<file path="src/rtl/exec_pkg.sv">
// Operation
// RL1: accumulator-to-file move copies accumulator into file register in one cycle, flags kept.
// RL2: immediate load puts 8-bit literal into accumulator in one cycle, flags kept.
// RL3: file move reads register 0..63, writes accumulator (d=0) or same register (d=1).
// RL4: file move sets zero flag from moved value in one cycle; self-move tests zero.
// RL5: setup-register write copies accumulator into setup register in one cycle, flags kept.
// RL6: setup-register read copies setup register into accumulator in one cycle, flags kept.
// RL7: plain return pops stack top into program counter in two cycles, flags kept.
// RL8: interrupt return pops program counter and sets global interrupt enable, two cycles.
// RL9: return with literal loads 8-bit literal into accumulator and pops counter, two cycles.
// RL10: no-operation takes one cycle, advances program counter, changes nothing else.
// RL11: two-cycle returns discard the already fetched next instruction in cycle two.
package exec_pkg;
    localparam int DATA_W = 8;
    localparam int PC_W = 12;
    localparam int INSTR_W = 13;
    localparam int FILE_DEPTH = 64;
    localparam int PROG_AW = 6;
    localparam int PROG_DEPTH = 64;
    localparam int STACK_DEPTH = 5;
    localparam int SP_W = 3;

    // register byte offsets
    localparam logic [11:0] CTRL_OFFSET = 12'h000;
    localparam logic [11:0] STATUS_OFFSET = 12'h004;
    localparam logic [11:0] ACCUM_OFFSET = 12'h008;
    localparam logic [11:0] SETUP_OFFSET = 12'h00C;
    localparam logic [11:0] PC_OFFSET = 12'h010;
    localparam logic [11:0] PROG_ADDR_OFFSET = 12'h014;
    localparam logic [11:0] PROG_DATA_OFFSET = 12'h018;
    localparam logic [11:0] FILE_ADDR_OFFSET = 12'h01C;
    localparam logic [11:0] FILE_DATA_OFFSET = 12'h020;
    localparam logic [11:0] STACK_OFFSET = 12'h024;
    localparam logic [11:0] CYCLES_OFFSET = 12'h028;
    localparam logic [11:0] IRQ_ENABLE_OFFSET = 12'h02C;

    // status field positions
    localparam int ST_ZERO_BIT = 0;
    localparam int ST_IRQ_EN_BIT = 1;
    localparam int ST_FLUSH_BIT = 2;
    localparam int ST_ILLEGAL_BIT = 3;
    localparam int ST_SP_LSB = 4;
    localparam int ST_PC_LSB = 16;
    localparam int CTRL_RUN_BIT = 0;

    // reset values
    localparam logic [7:0] ACCUM_RESET = 8'h00;
    localparam logic [7:0] SETUP_RESET = 8'h00;
    localparam logic [11:0] PC_RESET = 12'h000;
    localparam logic IRQ_ENABLE_RESET = 1'b0;

    // instruction encodings: match value and mask
    localparam logic [12:0] ENC_NOP = 13'h0000;
    localparam logic [12:0] ENC_SETUP_WR = 13'h0002;
    localparam logic [12:0] ENC_SETUP_RD = 13'h0005;
    localparam logic [12:0] ENC_RETURN = 13'h0010;
    localparam logic [12:0] ENC_INT_RETURN = 13'h0011;
    localparam logic [12:0] ENC_ACCUM_TO_FILE = 13'h0040;
    localparam logic [12:0] MASK_ACCUM_TO_FILE = 13'h1FC0;
    localparam logic [12:0] ENC_FILE_MOVE = 13'h0800;
    localparam logic [12:0] MASK_FILE_MOVE = 13'h1F80;
    localparam logic [12:0] ENC_IMM_LOAD = 13'h1800;
    localparam logic [12:0] ENC_RET_LIT = 13'h1900;
    localparam logic [12:0] MASK_LITERAL = 13'h1F00;
    localparam int DEST_BIT = 6;

    typedef enum logic [3:0] {
        OP_NOP, OP_ACCUM_TO_FILE, OP_FILE_MOVE, OP_IMM_LOAD, OP_SETUP_WR,
        OP_SETUP_RD, OP_RETURN, OP_INT_RETURN, OP_RET_LIT, OP_ILLEGAL
    } op_type;

    typedef enum logic [1:0] {
        ST_HALT = 2'b00,
        ST_EXEC = 2'b01,
        ST_FLUSH = 2'b11
    } state_type;
endpackage : exec_pkg

</file>
<file path="src/rtl/decode_if.sv">
interface decode_if;
    logic [12:0] instr;
    exec_pkg::op_type op;
    logic [5:0] reg_index;
    logic dest_file;
    logic [7:0] literal;
    modport requester(output instr, input op, input reg_index, input dest_file, input literal);
    modport decoder(input instr, output op, output reg_index, output dest_file, output literal);
endinterface : decode_if

</file>
<file path="src/rtl/cpu_move_return_op_exec.sv">
module cpu_move_return_op_exec (
    input wire logic pclk,
    input wire logic presetn,
    input wire logic psel,
    input wire logic penable,
    input wire logic pwrite,
    input wire logic [11:0] paddr,
    input wire logic [31:0] pwdata,
    output logic [31:0] prdata,
    output logic pready,
    output logic pslverr,
    output logic global_interrupt_enable
);
    logic [7:0] file_mem [0:exec_pkg::FILE_DEPTH-1];
    logic [12:0] prog_mem [0:exec_pkg::PROG_DEPTH-1];
    logic [11:0] stack_mem [0:exec_pkg::STACK_DEPTH-1];
    logic [2:0] sp;
    logic [11:0] pc;
    logic [7:0] accumulator;
    logic [7:0] setup_reg;
    logic zero_flag;
    logic illegal_seen;
    logic run;
    logic [5:0] prog_addr;
    logic [5:0] file_addr;
    logic [31:0] cycle_count;
    exec_pkg::state_type state;

    decode_if dec();
    op_decoder u_dec (
        .bus(dec)
    );

    // circular stack: overflow overwrites the oldest entry, underflow wraps sp from 0 round to slot 4 and reads that slot
    function automatic logic [2:0] stack_step(input logic [2:0] idx, input logic up);
        logic [2:0] last;
        last = 3'(exec_pkg::STACK_DEPTH - 1);
        if (up) begin
            stack_step = (idx == last) ? 3'h0 : idx + 3'h1;
        end else begin
            stack_step = (idx == 3'h0) ? last : idx - 3'h1;
        end
    endfunction : stack_step

    // apb: one wait state, so read data and pready both come from flops
    logic bus_wr;
    logic bus_capture;
    logic [31:0] rd_value;
    logic rd_hit;
    logic [2:0] stack_top;
    assign bus_wr = psel && penable && pready && pwrite;
    assign bus_capture = psel && penable && !pready;
    assign stack_top = stack_step(sp, 1'b0);

    always_comb begin
        rd_value = 32'h0000_0000;
        rd_hit = 1'b1;
        case (paddr)
            exec_pkg::CTRL_OFFSET: rd_value[exec_pkg::CTRL_RUN_BIT] = run;
            exec_pkg::STATUS_OFFSET: begin
                rd_value[exec_pkg::ST_ZERO_BIT] = zero_flag;
                rd_value[exec_pkg::ST_IRQ_EN_BIT] = global_interrupt_enable;
                rd_value[exec_pkg::ST_FLUSH_BIT] = (state == exec_pkg::ST_FLUSH);
                rd_value[exec_pkg::ST_ILLEGAL_BIT] = illegal_seen;
                rd_value[exec_pkg::ST_SP_LSB +: 3] = sp;
                rd_value[exec_pkg::ST_PC_LSB +: 12] = pc;
            end
            exec_pkg::ACCUM_OFFSET: rd_value[7:0] = accumulator;
            exec_pkg::SETUP_OFFSET: rd_value[7:0] = setup_reg;
            exec_pkg::PC_OFFSET: rd_value[11:0] = pc;
            exec_pkg::PROG_ADDR_OFFSET: rd_value[5:0] = prog_addr;
            exec_pkg::PROG_DATA_OFFSET: rd_value[12:0] = prog_mem[prog_addr];
            exec_pkg::FILE_ADDR_OFFSET: rd_value[5:0] = file_addr;
            exec_pkg::FILE_DATA_OFFSET: rd_value[7:0] = file_mem[file_addr];
            exec_pkg::STACK_OFFSET: rd_value[11:0] = stack_mem[stack_top];
            exec_pkg::CYCLES_OFFSET: rd_value = cycle_count;
            exec_pkg::IRQ_ENABLE_OFFSET: rd_value[0] = global_interrupt_enable;
            default: rd_hit = 1'b0;
        endcase
    end

    always_ff @(posedge pclk or negedge presetn) begin
        if (!presetn) begin
            pready <= 1'b0;
            prdata <= 32'h0000_0000;
            pslverr <= 1'b0;
        end else begin
            pready <= bus_capture;
            if (bus_capture) begin
                prdata <= pwrite ? 32'h0000_0000 : rd_value;
                pslverr <= !rd_hit;
            end
        end
    end

    logic halted;
    logic wr_ctrl, wr_status, wr_accum, wr_setup, wr_pc, wr_prog_addr, wr_prog_data;
    logic wr_file_addr, wr_file_data, wr_stack, wr_cycles, wr_irq_en;
    assign halted = (state == exec_pkg::ST_HALT);
    assign wr_ctrl = bus_wr && paddr == exec_pkg::CTRL_OFFSET;
    assign wr_status = bus_wr && paddr == exec_pkg::STATUS_OFFSET;
    assign wr_accum = bus_wr && paddr == exec_pkg::ACCUM_OFFSET;
    assign wr_setup = bus_wr && paddr == exec_pkg::SETUP_OFFSET;
    assign wr_pc = bus_wr && paddr == exec_pkg::PC_OFFSET && halted;
    assign wr_prog_addr = bus_wr && paddr == exec_pkg::PROG_ADDR_OFFSET;
    assign wr_prog_data = bus_wr && paddr == exec_pkg::PROG_DATA_OFFSET;
    assign wr_file_addr = bus_wr && paddr == exec_pkg::FILE_ADDR_OFFSET;
    assign wr_file_data = bus_wr && paddr == exec_pkg::FILE_DATA_OFFSET;
    assign wr_stack = bus_wr && paddr == exec_pkg::STACK_OFFSET && halted;
    assign wr_cycles = bus_wr && paddr == exec_pkg::CYCLES_OFFSET;
    assign wr_irq_en = bus_wr && paddr == exec_pkg::IRQ_ENABLE_OFFSET;

    // execution: the word at pc is decoded and retired in the same cycle
    logic in_exec;
    logic is_return;
    logic [7:0] file_val;
    logic core_accum_wr;
    logic core_file_wr;
    assign dec.instr = prog_mem[pc[exec_pkg::PROG_AW-1:0]];
    assign in_exec = (state == exec_pkg::ST_EXEC);
    assign is_return = dec.op == exec_pkg::OP_RETURN || dec.op == exec_pkg::OP_INT_RETURN
        || dec.op == exec_pkg::OP_RET_LIT;
    assign file_val = file_mem[dec.reg_index];
    assign core_accum_wr = in_exec && (dec.op == exec_pkg::OP_IMM_LOAD || dec.op == exec_pkg::OP_RET_LIT
        || dec.op == exec_pkg::OP_SETUP_RD || (dec.op == exec_pkg::OP_FILE_MOVE && !dec.dest_file));
    assign core_file_wr = in_exec && (dec.op == exec_pkg::OP_ACCUM_TO_FILE
        || (dec.op == exec_pkg::OP_FILE_MOVE && dec.dest_file));

    always_ff @(posedge pclk or negedge presetn) begin
        if (!presetn) begin
            run <= 1'b0;
        end else if (wr_ctrl) begin
            run <= pwdata[exec_pkg::CTRL_RUN_BIT];
        end
    end

    always_ff @(posedge pclk or negedge presetn) begin
        if (!presetn) begin
            state <= exec_pkg::ST_HALT;
        end else begin
            case (state)
                exec_pkg::ST_HALT: if (run) state <= exec_pkg::ST_EXEC;
                exec_pkg::ST_EXEC: begin
                    if (is_return) begin
                        state <= exec_pkg::ST_FLUSH; // see RL11
                    end else if (!run) begin
                        state <= exec_pkg::ST_HALT;
                    end
                end
                exec_pkg::ST_FLUSH: state <= run ? exec_pkg::ST_EXEC : exec_pkg::ST_HALT;
                default: state <= exec_pkg::ST_HALT;
            endcase
        end
    end

    always_ff @(posedge pclk or negedge presetn) begin
        if (!presetn) begin
            pc <= exec_pkg::PC_RESET;
        end else if (wr_pc) begin
            pc <= pwdata[11:0];
        end else if (in_exec) begin
            if (is_return) begin
                pc <= stack_mem[stack_top]; // see RL7 see RL8 see RL9
            end else begin
                pc <= pc + 12'h001; // see RL10
            end
        end
    end

    always_ff @(posedge pclk or negedge presetn) begin
        if (!presetn) begin
            sp <= 3'h0;
        end else if (wr_stack) begin
            sp <= stack_step(sp, 1'b1);
        end else if (in_exec && is_return) begin
            sp <= stack_top;
        end
    end

    always_ff @(posedge pclk) begin
        if (wr_stack) begin
            stack_mem[sp] <= pwdata[11:0];
        end
    end

    always_ff @(posedge pclk or negedge presetn) begin
        if (!presetn) begin
            accumulator <= exec_pkg::ACCUM_RESET;
        end else if (core_accum_wr) begin
            case (dec.op)
                exec_pkg::OP_IMM_LOAD: accumulator <= dec.literal; // see RL2
                exec_pkg::OP_RET_LIT: accumulator <= dec.literal; // see RL9
                exec_pkg::OP_SETUP_RD: accumulator <= setup_reg; // see RL6
                default: accumulator <= file_val; // see RL3
            endcase
        end else if (wr_accum) begin
            accumulator <= pwdata[7:0];
        end
    end

    always_ff @(posedge pclk or negedge presetn) begin
        if (!presetn) begin
            setup_reg <= exec_pkg::SETUP_RESET;
        end else if (in_exec && dec.op == exec_pkg::OP_SETUP_WR) begin
            setup_reg <= accumulator; // see RL5
        end else if (wr_setup) begin
            setup_reg <= pwdata[7:0];
        end
    end

    // core write wins over a software write to the same file in that cycle
    always_ff @(posedge pclk) begin
        if (core_file_wr) begin
            file_mem[dec.reg_index] <= (dec.op == exec_pkg::OP_ACCUM_TO_FILE) ? accumulator : file_val; // see RL1 see RL3
        end else if (wr_file_data) begin
            file_mem[file_addr] <= pwdata[7:0];
        end
    end

    always_ff @(posedge pclk) begin
        if (wr_prog_data) begin
            prog_mem[prog_addr] <= pwdata[12:0];
        end
    end

    always_ff @(posedge pclk or negedge presetn) begin
        if (!presetn) begin
            prog_addr <= 6'h00;
            file_addr <= 6'h00;
        end else begin
            if (wr_prog_addr) begin
                prog_addr <= pwdata[5:0];
            end else if (wr_prog_data) begin
                prog_addr <= prog_addr + 6'h01;
            end
            if (wr_file_addr) begin
                file_addr <= pwdata[5:0];
            end
        end
    end

    always_ff @(posedge pclk or negedge presetn) begin
        if (!presetn) begin
            zero_flag <= 1'b0;
        end else if (in_exec && dec.op == exec_pkg::OP_FILE_MOVE) begin
            zero_flag <= (file_val == 8'h00); // see RL4
        end
    end

    // hardware set wins over software write
    always_ff @(posedge pclk or negedge presetn) begin
        if (!presetn) begin
            global_interrupt_enable <= exec_pkg::IRQ_ENABLE_RESET;
        end else if (in_exec && dec.op == exec_pkg::OP_INT_RETURN) begin
            global_interrupt_enable <= 1'b1; // see RL8
        end else if (wr_irq_en) begin
            global_interrupt_enable <= pwdata[0];
        end
    end

    always_ff @(posedge pclk or negedge presetn) begin
        if (!presetn) begin
            illegal_seen <= 1'b0;
        end else if (in_exec && dec.op == exec_pkg::OP_ILLEGAL) begin
            illegal_seen <= 1'b1;
        end else if (wr_status && pwdata[exec_pkg::ST_ILLEGAL_BIT]) begin
            illegal_seen <= 1'b0;
        end
    end

    always_ff @(posedge pclk or negedge presetn) begin
        if (!presetn) begin
            cycle_count <= 32'h0000_0000;
        end else if (wr_cycles) begin
            cycle_count <= 32'h0000_0000;
        end else if (!halted) begin
            cycle_count <= cycle_count + 32'h0000_0001;
        end
    end

    logic accum_quiet;
    assign accum_quiet = !wr_accum;
endmodule : cpu_move_return_op_exec

</file>
<file path="src/rtl/op_decoder.sv">
module op_decoder (
    decode_if.decoder bus
);
    always_comb begin
        bus.reg_index = bus.instr[5:0];
        bus.dest_file = bus.instr[exec_pkg::DEST_BIT];
        bus.literal = bus.instr[7:0];
        if (bus.instr == exec_pkg::ENC_NOP) begin
            bus.op = exec_pkg::OP_NOP;
        end else if (bus.instr == exec_pkg::ENC_SETUP_WR) begin
            bus.op = exec_pkg::OP_SETUP_WR;
        end else if (bus.instr == exec_pkg::ENC_SETUP_RD) begin
            bus.op = exec_pkg::OP_SETUP_RD;
        end else if (bus.instr == exec_pkg::ENC_RETURN) begin
            bus.op = exec_pkg::OP_RETURN;
        end else if (bus.instr == exec_pkg::ENC_INT_RETURN) begin
            bus.op = exec_pkg::OP_INT_RETURN;
        end else if ((bus.instr & exec_pkg::MASK_ACCUM_TO_FILE) == exec_pkg::ENC_ACCUM_TO_FILE) begin
            bus.op = exec_pkg::OP_ACCUM_TO_FILE;
        end else if ((bus.instr & exec_pkg::MASK_FILE_MOVE) == exec_pkg::ENC_FILE_MOVE) begin
            bus.op = exec_pkg::OP_FILE_MOVE;
        end else if ((bus.instr & exec_pkg::MASK_LITERAL) == exec_pkg::ENC_IMM_LOAD) begin
            bus.op = exec_pkg::OP_IMM_LOAD;
        end else if ((bus.instr & exec_pkg::MASK_LITERAL) == exec_pkg::ENC_RET_LIT) begin
            bus.op = exec_pkg::OP_RET_LIT;
        end else begin
            bus.op = exec_pkg::OP_ILLEGAL;
        end
    end
endmodule : op_decoder
</file>
<file path="config.mk">
export PLATFORM = sky130hd
export DESIGN_NAME = cpu_move_return_op_exec
export DESIGN_NICKNAME = d
export VERILOG_FILES = /design/src/rtl/exec_pkg.sv /design/src/rtl/decode_if.sv /design/src/rtl/cpu_move_return_op_exec.sv /design/src/rtl/op_decoder.sv
export SDC_FILE = /design/constraint.sdc
export NUM_CORES = 2
export LEC_CHECK = 0
export BUFFER_PORTS_ARGS = -buffer_cell sky130_fd_sc_hd__buf_2
export CORE_MARGIN = 2
export CORE_UTILIZATION = 25
export DETAILED_ROUTE_END_ITERATION = 16
export GPL_ROUTABILITY_DRIVEN = 0
export HOLD_SLACK_MARGIN = 0.03
export PLACE_DENSITY = 0.37
export SLEW_MARGIN = 20
export SYNTH_ARGS = -nofsm -noshare
export SYNTH_HDL_FRONTEND = slang
export SYNTH_SLANG_ARGS = --single-unit
</file>
<file path="constraint.sdc">
create_clock -name pclk -period 9.64 [get_ports pclk]
set_clock_uncertainty 0.05 [all_clocks]
set_input_delay 2.41 -clock pclk [delete_from_list [all_inputs] [get_ports pclk]]
set_output_delay 2.41 -clock pclk [all_outputs]
set_load 0.005 [all_outputs]
</file>
==> results.txt <==
CP Capture Type - flop
Worst slew margin - 0.2203
CTS Buf Count - 188
CP max stage cell - dfrtp_4
Setup CP Type - reg -> reg
Starting Density - 0.2506
TritonCTS clock tree - built
Worst-path cell chain - buf_4 -> mux4_2 -> mux4_2 -> mux4_2 -> buf_4 -> nand2b_1 -> or2_1 -> nor3_1 -> a31o_2 -> a211oi_1 -> o21a_1 -> o21ai_1 -> a21oi_1
Pwr dens - 177.2 mW/mm2
Post-CTS Setup Repair Bufs - 0
Post-synth EDFFs - 1404
Endpoints failing hold - 0
Setup crit start kind - flop
Max cap viols - 0
Clk buf depth - 4
Final HPWL DP - 191900 um
Number of fill cells - 27950
Sequential area share after synthesis - 0.6384
Peak supply drop - 0.1190 mV
Peak Freq - 128.1 MHz
# setup viols final - 0
Period Utilization, post-route - 0.8098
DRT antenna net count - 0
Commonest cells in the netlist - 1404 x edfxtp_1, 389 x mux4_2, 387 x nand2_1
Sink Count - 1519
Synth Warn # - 0
Leakage power - 26.83 nW
Routed WL - 295400 um
Nets - 4828
Clock Tree Root - clkbuf_16
Synth Cell Area - 0.07055 mm2
DR WL/cell - 34.08 um
Vias in the first global route - 46390
Die Ht - 535.2 um
Critical Path RT - 10.04 ns
Area Overhead vs Synth - 17.44%
Crit-path max FO - 34
Count leader, synth - edfxtp_1
PortBufs - 64
Total negative slack - 0 ns
Largest register FFs - 832
Status - finished clean
Largest register by flop count - prog_mem
Initial antenna violation count - 11
Max-slew violations - 0
DR vias/cell - 5.425
Critical path buffer and inverter count - 2
Synthesized Nets - 4634
Synth Flop Type - edfxtp_1
IO Pins - 84
Period minus WS final - 7.807 ns
Largest regs - prog_mem (832), file_mem (512), stack_mem (60)
GRT Overall Usage - 0.2014
Largest net degree at the start of global routing - 106
Via count - 47020
First-pass GRT wire length - 403600 um
Data arrival time of the worst path - 8.21 ns
Most used cell along the critical path - mux4_2
Die area - 0.2865 mm2
Worst path top cell family by delay - compound AO/OA/AOI/OAI gates
Global route total overflow - 0
Core Box Area - 0.2816 mm2
Synth top area share - 0.5976
Pre-antenna DRT Iters - 8
Synth area leaders - edfxtp_1 60%, mux4_2 12%, dfrtp_1 4.1%
DRC viols - 0
Worst Max-Slew Pin Slew - 1.168 ns
Layout cells sized above 1 - 0.2341
Crit-path max cell delay - 1.05 ns
# H-tree levels - 4
Yosys top cell by area - edfxtp_1
1st-iter DRT viols - 5513
FP Rows - 195
Worst Hold Class - reg -> reg
Cell variety after synth - 90
Flip-flop and latch count after synthesis - 1519
# hold bufs at CTS - 0
Mapped Cells - 4578
RSZ-0062 raised after global routing - no
Ys async rst share - 0.07571
Syn avg cell area - 15.41 um2
Clock latency on the worst-skew pair - 0.88 ns
Worst-path clk slew - 0.06 ns
Final hold slack - 0.4089 ns
Width of the die - 535.2 um
Post-CTS sizing - 0
## path summary, 6_finish.rpt
path | from | cells past startpoint | endpoint | slack (ns)
min | prdata[4] | 2 | prdata[4] | 0.41
max in group asynchronous | presetn | 2 | pc[1] | 6.77
min in group asynchronous | presetn | 1 | prdata[31] | 1.53
max | pc[0] | 13 | file_mem[49][7] | 1.83
max reg2reg | pc[0] | 13 | file_mem[49][7] | 1.83
min reg2reg | prdata[4] | 2 | prdata[4] | 0.41
## area by class of cell
type	instances	area, um2	share of cell area
Timing Repair Buffer	354	2781	0.03357
Clock inverter	106	1096	0.01323
Multi-Input combinational cell	2683	24190	0.2920
Tap cell	3743	4683	0.05652
Antenna cell	7	17.52	0.0002114
Inverter	26	97.59	0.001178
Sequential cell	1519	45060	0.5439
Clock buffer	229	4922	0.05941
## metrics by stage
stage	setup WS [ns]	area, um2	instances	total power [W]	utilization
6_report	1.833	82860	8667	0.01468	0.2943
5_1_grt	1.685	82840	8662	0.01509	0.2942
4_1_cts	1.839	82810	8660	0.01484	0.2941
3_5_place_dp	1.829	76790	8325	0.007740	0.2728
3_3_place_gp	1.795	76760	8324	0.007740	0.2726
2_1_floorplan	2.486	70550	4578	0.007493	-
## cells by family after synthesis
family,share of synthesized area
buffers and inverters,0.02343
multiplexers,0.1618
AND/OR/NAND/NOR,0.06207
flip-flops,0.6384
adder cells (fa/ha/maj),0.001241
AO/OA/AOI/OAI,0.1079
XOR/XNOR,0.005214
## metal layers
metal,GRT usage,routed length (um),part of all wire,up-vias
met4,0.06995,11020,0.037,0
met1,0.2817,130600,0.44,25340
met5,0,0,0,-
met3,0.02647,17130,0.058,405
li1,-,-,-,19350
met2,0.3204,136600,0.46,1923
## worst register-to-register path, stage by stage (launching register included)
cell and delay, ns:
dfrtp_4 1.05, buf_4 0.53, mux4_2 0.61, mux4_2 0.63
mux4_2 0.69, buf_4 0.34, nand2b_1 0.43, or2_1 0.25
nor3_1 0.09, a31o_2 0.28, a211oi_1 0.36, o21a_1 0.70
o21ai_1 0.44, a21oi_1 0.96
## power by group
part,switching [W],total [W],internal [W]
clock network,0.00288,0.00708,0.00420
logic,0.000300,0.000383,0.0000836
registers,0.00000559,0.00722,0.00721
## cell usage in the layout, fill, tap and decap left out, types with 57 or more instances in the layout
master	instances
edfxtp_1	1404
mux4_2	389
nand2_1	386
buf_4	275
a22oi_1	273
mux2i_1	214
clkbuf_16	191
nor2_1	187
nand3_1	141
a21oi_1	122
a221oi_1	113
a31oi_1	112
dfrtp_1	106
a22o_1	105
o21ai_0	81
buf_2	57
No activity file was read; power rests on OpenSTA's default activity.
